$ cat config.mk
export PLATFORM = sky130hd
export DESIGN_NAME = zcdl_top
export DESIGN_NICKNAME = d
export VERILOG_FILES = /design/src/rtl/zcdl_pkg.sv /design/src/rtl/zcdl_sync.sv /design/src/rtl/zcdl_top.sv
export VERILOG_INCLUDE_DIRS = /design/src /design/src/rtl
export SDC_FILE = /design/constraint.sdc
export NUM_CORES = 1
export LEC_CHECK = 0
export BUFFER_PORTS_ARGS = -buffer_cell sky130_fd_sc_hd__buf_2
export CELL_PAD_IN_SITES_DETAIL_PLACEMENT = 0
export CELL_PAD_IN_SITES_GLOBAL_PLACEMENT = 1
export CORE_MARGIN = 1
export CORE_UTILIZATION = 27
export CTS_CLUSTER_SIZE = 40
export DETAILED_ROUTE_END_ITERATION = 12
export GPL_ROUTABILITY_DRIVEN = 0
export GPL_TIMING_DRIVEN = 0
export PLACE_DENSITY_LB_ADDON = 0.05
export SLEW_MARGIN = 40
export SYNTH_ARGS = -nofsm -noshare
export SYNTH_HDL_FRONTEND = slang
export SYNTH_SLANG_ARGS = --single-unit
$ cat constraint.sdc
create_clock -name clock_in -period 2.55 [get_ports clock_in]
set_input_delay 0.1275 -clock clock_in [delete_from_list [all_inputs] [get_ports clock_in]]
set_output_delay 0.1275 -clock clock_in [all_outputs]
set_load 0.02 [all_outputs]
$ cat src/rtl/zcdl_regs.svh
// register map, field positions and reset values of the zero-cross block
//
// Notes on behaviour
// - current steering and edge interrupts keep running while the device sleeps.
// - with the disable configuration bit zero the detector is active from reset.
// - with the disable configuration bit one, software enable must be set.
// - disable configuration bit zero keeps detector on regardless of software enable.
// - module power-off disables the detector only when configuration permits it.
// - software enable is bit 7; clear hands the pin to normal controls.
// - level bit 5 reads one while sinking, reversed when polarity set.
// - invert bit 4 inverts the logic output when set.
// - rise enable bit 1 lets low-to-high output transitions set the flag.
// - fall enable bit 0 lets high-to-low output transitions set the flag.
// - control bits 6, 3 and 2 read zero and ignore writes.
// - level bit follows the invert setting even while the detector is off.
// - toggling invert may make an edge and raise the flag, enabled or not.
// - an enabled edge during the flag clear leaves the flag set.
`ifndef ZCDL_REGS_SVH
`define ZCDL_REGS_SVH

// ****************************************************************
// byte addresses on the register bus
// ****************************************************************
`define ZCDL_ADDR_W 8
`define ZCDL_OFF_CTRL 8'h00
`define ZCDL_OFF_STATUS 8'h04
`define ZCDL_OFF_MASK 8'h08
`define ZCDL_OFF_CFG 8'h0c

// ****************************************************************
// control register fields
// ****************************************************************
`define ZCDL_CTRL_SW_EN 7
`define ZCDL_CTRL_LEVEL 5
`define ZCDL_CTRL_INVERT 4
`define ZCDL_CTRL_RISE 1
`define ZCDL_CTRL_FALL 0
`define ZCDL_CTRL_WMASK 8'h93
`define ZCDL_CTRL_RST 8'h00

// ****************************************************************
// status, mask and configuration fields
// ****************************************************************
`define ZCDL_STAT_FLAG 0
`define ZCDL_CFG_DISABLE 0
`define ZCDL_CFG_PWR_OFF 1
`define ZCDL_CFG_DIS_RST 1'b0
`define ZCDL_PWR_OFF_RST 1'b0
`define ZCDL_MASK_RST 1'b0

`endif

$ cat src/rtl/zcdl_pkg.sv
// types shared by the zero-cross block
package zcdl_pkg;

    typedef struct packed {
        logic psel;
        logic penable;
        logic pwrite;
        logic [7:0] paddr;
        logic [31:0] pwdata;
        logic [3:0] pstrb;
    } zcdl_apb_req_s;

    typedef struct packed {
        logic [31:0] prdata;
        logic pready;
        logic pslverr;
    } zcdl_apb_rsp_s;

    typedef enum logic [2:0] {
        REG_CTRL = 3'b000,
        REG_STATUS = 3'b001,
        REG_MASK = 3'b010,
        REG_CFG = 3'b011,
        REG_NONE = 3'b111
    } zcdl_reg_e;

    typedef struct packed {
        logic stage1;
        logic stage2;
    } zcdl_sync_s;

    typedef struct packed {
        logic [7:0] ctrl;
        logic cfg_dis;
        logic pwr_off;
        logic mask;
        logic flag;
        logic level;
        logic active;
        logic pin_rel;
        logic irq;
        logic rd_clr;
        logic [31:0] prdata;
        logic pready;
        logic pslverr;
    } zcdl_state_s;

endpackage

$ cat src/rtl/zcdl_sync.sv
// two-stage synchroniser for the comparator level
`timescale 1ns/10ps
`default_nettype none
module zcdl_sync (
    input wire logic clock_in,  // system clock
    input wire logic rst_in,    // synchronous reset, high
    input wire logic async_in,  // raw level, any timing
    output logic sync_out       // level after two flops
);
    zcdl_pkg::zcdl_sync_s st_reg;
    zcdl_pkg::zcdl_sync_s st_next;

    // stage1 is read only by stage2
    always_comb begin
        st_next = st_reg;
        st_next.stage1 = async_in;
        st_next.stage2 = st_reg.stage1;
    end

    always_ff @(posedge clock_in) begin
        if (rst_in) begin
            st_reg <= '0;
        end else begin
            st_reg <= st_next;
        end
    end

    assign sync_out = st_reg.stage2;
endmodule
`default_nettype wire

$ cat src/rtl/zcdl_top.sv
// zero-cross detector control, edge interrupt and register slave
//
// Our own choices: the placing of the registers and register access over APB.
`timescale 1ns/10ps
`default_nettype none
`include "zcdl_regs.svh"
module zcdl_top (
    input wire logic clock_in,                  // system clock, 200 MHz
    input wire logic rst_in,                    // synchronous reset, high
    input wire zcdl_pkg::zcdl_apb_req_s apb_in, // apb request
    output zcdl_pkg::zcdl_apb_rsp_s apb_out,    // apb response
    input wire logic raw_sink_in,               // comparator: 1 = sinking
    output logic detector_active_out,           // analog source/sink enable
    output logic pin_release_out,               // pin under normal controls
    output logic crossing_logic_out,            // logic level to peers
    output logic irq_out                        // level interrupt
);

    // ****************************************************************
    // address decode
    // ****************************************************************
    function automatic zcdl_pkg::zcdl_reg_e reg_sel(
        input logic [7:0] addr
    );
        zcdl_pkg::zcdl_reg_e sel;
        sel = zcdl_pkg::REG_NONE;
        case (addr)
            `ZCDL_OFF_CTRL: begin
                sel = zcdl_pkg::REG_CTRL;
            end
            `ZCDL_OFF_STATUS: begin
                sel = zcdl_pkg::REG_STATUS;
            end
            `ZCDL_OFF_MASK: begin
                sel = zcdl_pkg::REG_MASK;
            end
            `ZCDL_OFF_CFG: begin
                sel = zcdl_pkg::REG_CFG;
            end
            default: begin
                sel = zcdl_pkg::REG_NONE;
            end
        endcase
        return sel;
    endfunction

    // ****************************************************************
    // state and synchroniser
    // ****************************************************************
    zcdl_pkg::zcdl_state_s st_reg;
    zcdl_pkg::zcdl_state_s st_next;
    logic sync_level;
    logic logic_now;
    logic rise_evt;
    logic fall_evt;
    logic set_evt;
    logic setup_ph;
    logic done_ph;
    logic clr_evt;
    zcdl_pkg::zcdl_reg_e sel;

    // raw comparator output is asynchronous to clock_in
    zcdl_sync u_sync (
        .clock_in(clock_in),
        .rst_in(rst_in),
        .async_in(raw_sink_in),
        .sync_out(sync_level)
    );

    // ****************************************************************
    // next state
    // ****************************************************************
    always_comb begin
        st_next = st_reg;
        sel = reg_sel(apb_in.paddr);
        setup_ph = apb_in.psel & ~apb_in.penable;
        done_ph = apb_in.psel & apb_in.penable & st_reg.pready;

        // level and edges run whether enabled or not, and in sleep
        logic_now = sync_level ^ st_reg.ctrl[`ZCDL_CTRL_INVERT];
        st_next.level = logic_now;
        rise_evt = logic_now & ~st_reg.level;
        fall_evt = ~logic_now & st_reg.level;
        set_evt = (rise_evt & st_reg.ctrl[`ZCDL_CTRL_RISE])
            | (fall_evt & st_reg.ctrl[`ZCDL_CTRL_FALL]);

        // a read of status clears only what that read returned, so an
        // edge landing between capture and completion is never lost
        clr_evt = done_ph & ~apb_in.pwrite & st_reg.rd_clr;
        st_next.flag = (st_reg.flag & ~clr_evt) | set_evt;

        // response defaults: one access cycle per transfer
        st_next.pready = setup_ph;
        st_next.pslverr = setup_ph & (sel == zcdl_pkg::REG_NONE);
        st_next.rd_clr = 1'b0;

        if (setup_ph && !apb_in.pwrite) begin
            st_next.prdata = 32'h0000_0000;
            case (sel)
                zcdl_pkg::REG_CTRL: begin
                    st_next.prdata[7:0] = st_reg.ctrl;
                    st_next.prdata[`ZCDL_CTRL_LEVEL] = st_reg.level;
                end
                zcdl_pkg::REG_STATUS: begin
                    st_next.prdata[`ZCDL_STAT_FLAG] = st_reg.flag;
                    st_next.rd_clr = st_reg.flag;
                end
                zcdl_pkg::REG_MASK: begin
                    st_next.prdata[`ZCDL_STAT_FLAG] = st_reg.mask;
                end
                zcdl_pkg::REG_CFG: begin
                    st_next.prdata[`ZCDL_CFG_DISABLE] = st_reg.cfg_dis;
                    st_next.prdata[`ZCDL_CFG_PWR_OFF] = st_reg.pwr_off;
                end
                default: begin
                    st_next.prdata = 32'h0000_0000;
                end
            endcase
        end

        // writes land at the completing edge, byte lane 0 only
        if (done_ph && apb_in.pwrite && apb_in.pstrb[0]) begin
            case (sel)
                zcdl_pkg::REG_CTRL: begin
                    st_next.ctrl = apb_in.pwdata[7:0]
                        & `ZCDL_CTRL_WMASK;
                end
                zcdl_pkg::REG_MASK: begin
                    st_next.mask = apb_in.pwdata[`ZCDL_STAT_FLAG];
                end
                zcdl_pkg::REG_CFG: begin
                    st_next.cfg_dis = apb_in.pwdata[`ZCDL_CFG_DISABLE];
                    st_next.pwr_off = apb_in.pwdata[`ZCDL_CFG_PWR_OFF];
                end
                default: begin
                    st_next.ctrl = st_reg.ctrl;
                end
            endcase
        end

        // power-off is honoured only where the configuration allows
        // software control; otherwise the detector cannot be stopped
        if (st_next.cfg_dis) begin
            st_next.active = st_next.ctrl[`ZCDL_CTRL_SW_EN]
                & ~st_next.pwr_off;
        end else begin
            st_next.active = 1'b1;
        end
        st_next.pin_rel = ~st_next.active;

        st_next.irq = st_next.flag & st_next.mask;
    end

    // ****************************************************************
    // registers
    // ****************************************************************
    always_ff @(posedge clock_in) begin
        if (rst_in) begin
            st_reg <= '0;
            st_reg.ctrl <= `ZCDL_CTRL_RST;
            st_reg.cfg_dis <= `ZCDL_CFG_DIS_RST;
            st_reg.pwr_off <= `ZCDL_PWR_OFF_RST;
            st_reg.mask <= `ZCDL_MASK_RST;
            st_reg.active <= ~`ZCDL_CFG_DIS_RST;
        end else begin
            st_reg <= st_next;
        end
    end

    // ****************************************************************
    // outputs, all straight from flops
    // ****************************************************************
    assign apb_out.prdata = st_reg.prdata;
    assign apb_out.pready = st_reg.pready;
    assign apb_out.pslverr = st_reg.pslverr;
    assign detector_active_out = st_reg.active;
    assign pin_release_out = st_reg.pin_rel;
    assign crossing_logic_out = st_reg.level;
    assign irq_out = st_reg.irq;
endmodule
`default_nettype wire

==> flow_metrics.py <==
metrics = {
    "clocking": {
        "clock-sinks": 22,
        "h-tree-depth": 1,
        "clockBufferDepth": 2,
        "root_buffer": "clkbuf_8",
        "cts.repair.resized": 0,
        "hold_buffers": 0,
        "cts_made_buffers": 3,
        "tritoncts": "yes",
        "clk_pin_slew_ns": 0.08,
        "clock_latency_ns": 0.26,
        "cts_setup_buffers": 0,
    },
    "timing": {
        "relSlewSlack_pct": 66.7,
        "finClkSkew_ns": 0.00608,
        "fmax_mhz": 562,
        "drv_slew": 0,
        "worst_pin_slew_ns": 0.495,
        "period_share_pct": 69.8,
        "fin_ws_ns": 0.771,
        "setup_viol": 0,
        "fin_tns_setup_ns": 0,
        "rsz0062_at_grt": "no",
        "worst_hold_slack_ns": 0.0548,
        "hold_violations": 0,
        "period_needed_ns": 1.78,
    },
    "global_routing": {
        "grtUsageTotal_pct": 10.8,
        "grt_pass1_vias": 837,
        "grt_max_degree": 14,
        "antenna_found_initial": 0,
        "grt_pass1_wl_um": 3580,
        "grt.overflow.total": 0,
    },
    "worst_setup_path": {
        "crit_required_ns": 2.71,
        "end_kind": "register",
        "cp_max_fo": 5,
        "worstSetupStartpointType": "primary input",
        "arrival_ns": 1.94,
        "worstSetupPathType": "primary input to register",
    },
    "logic_synthesis": {
        "synth_seq_cells": 22,
        "syn_inst": 123,
        "yosys_warnings": 0,
        "synthesis.area_sq_um": 1150,
        "synth_top_cell_by_area": "dfxtp_1",
        "synth.top_cell.area_share_pct": 38.3,
        "yosysUniqueCellTypes": 32,
        "synth_area_leaders": "dfxtp_1 (38%), buf_4 (22%), mux2i_1 (5.2%)",
        "ys_seq_area_share_pct": 38.3,
        "syn_avg_cell_area_sq_um": 9.34,
    },
    "layout": {
        "final_common_cell": "buf_4",
        "largest_reg_flops": 9,
        "drive_gt1_share_pct": 42.2,
        "final_cell_area_sq_um": 1520,
        "mostFrequentLayoutCells": "buf_4 (34), conb_1 (27), buf_2 (27)",
        "fin_cells": 230,
        "diodes": 0,
        "area_delta_synth_final_pct": 31.9,
        "fin_nets": 231,
        "post-route-util_pct": 37.6,
        "fill_cells": 436,
    },
    "place": {
        "dp_hpwl_um": 1860,
        "io_buffers": 27,
        "dp.cells": 226,
        "place_area_sq_um": 1440,
        "pre_cts_ws_ns": 0.485,
    },
    "run_status": {
        "status": "finished clean",
    },
    "power": {
        "power_density_nw_per_um2": 515,
        "p_total_mw": 0.780,
        "leakagePower_nw": 0.716,
        "irDropWorstVdd_v": 0.000466,
    },
    "route": {
        "avgViaCountPerCell": 3.80,
        "routedWlPerCell_um": 9.79,
        "num_vias": 873,
        "drt_wl_total_um": 2250,
        "dr.first_iter.drc_count": 25,
        "drtAntennaViolNets": 0,
        "firstDrtPassIters": 4,
        "drc": 0,
    },
    "floorplanning": {
        "placementRows": 23,
        "ios": 88,
        "initial_utilization_pct": 28.5,
        "dieWidth_um": 67.2,
        "die-area_sq_um": 4520,
        "core_area_sq_um": 4030,
        "die_h_um": 67.2,
    },
    "job": {
        "cap_violations": 0,
    },
    "min_path": {
        "hold_class": "primary input to register",
    },
}
worst paths after layout:
check	startpoint	endpoint	slack, ns	cells after the start
worst max-delay path	apb_in[41]	detector_active_out$_SDFF_PP1_	0.77	5
worst min-delay path	rst_in	apb_out[1]$_SDFF_PP0_	0.05	2
worst max register to register	apb_out[1]$_SDFF_PP0_	detector_active_out$_SDFF_PP1_	0.78	4
worst min register to register	u_sync.st_next[0]$_SDFF_PP0_	u_sync.sync_out$_SDFF_PP0_	0.44	1
critical path, cell delays in order:
cell,delay (ns)
buf_2,0.09
or4_4,0.57
nor4_4,0.47
mux2_2,0.41
a211o_1,0.26
layout make-up:
cell class                      instances  area (sq um)  share of cell area (%)
Tap cell                               50          62.6                    4.13
Buffer                                 39           274                    18.1
Multi-Input combinational cell         88           532                    35.1
Clock inverter                          1          30.0                    1.98
Sequential cell                        22           440                    29.1
Clock buffer                            3          41.3                    2.73
Timing Repair Buffer                   27           135                    8.92
metal layers:
layer	routed length, um	vias to the layer above	global-route usage, %	share of wire [%]
met1	1020	375	12.1	45
met4	10	0	2.39	0.44
met5	0	-	0	0
met2	1100	24	19.1	49
li1	-	472	-	-
met3	117	2	4.05	5.2
power breakdown:
group	internal, mW	switching [mW]
Combinational	0.0468	0.0642
Clock	0.210	0.112
Sequential	0.346	0.00124
logic make-up (layout without fill, tap and decap cells):
kind of cell | after synthesis | after routing | synth area share [%]
compound gates | 11 | 11 | 6.64
mux | 8 | 8 | 7.41
simple gates | 41 | 41 | 22.7
flops | 22 | 22 | 38.3
other cells | 1 | 27 | 0.326
xor+xnor | 1 | 1 | 0.763
buf+inv | 39 | 70 | 23.9
cells in the mapped netlist (all sizes together):
master,instances
or2,4
nand4,1
dfxtp,22
nand3,3
xnor2,1
nand4b,1
a21oi,2
nor3b,2
buf,35
mux2i,7
nand2,3
or4,2
nor2b,4
nor4,4
or3b,2
a211oi,1
a211o,1
a311o,1
conb,1
or3,2
nor2,10
nand2b,1
and2,1
mux2,1
a22oi,3
a31oi,2
clkbuf,4
o21ai,1
or4bb,1
(Power assumes the default switching activity.)
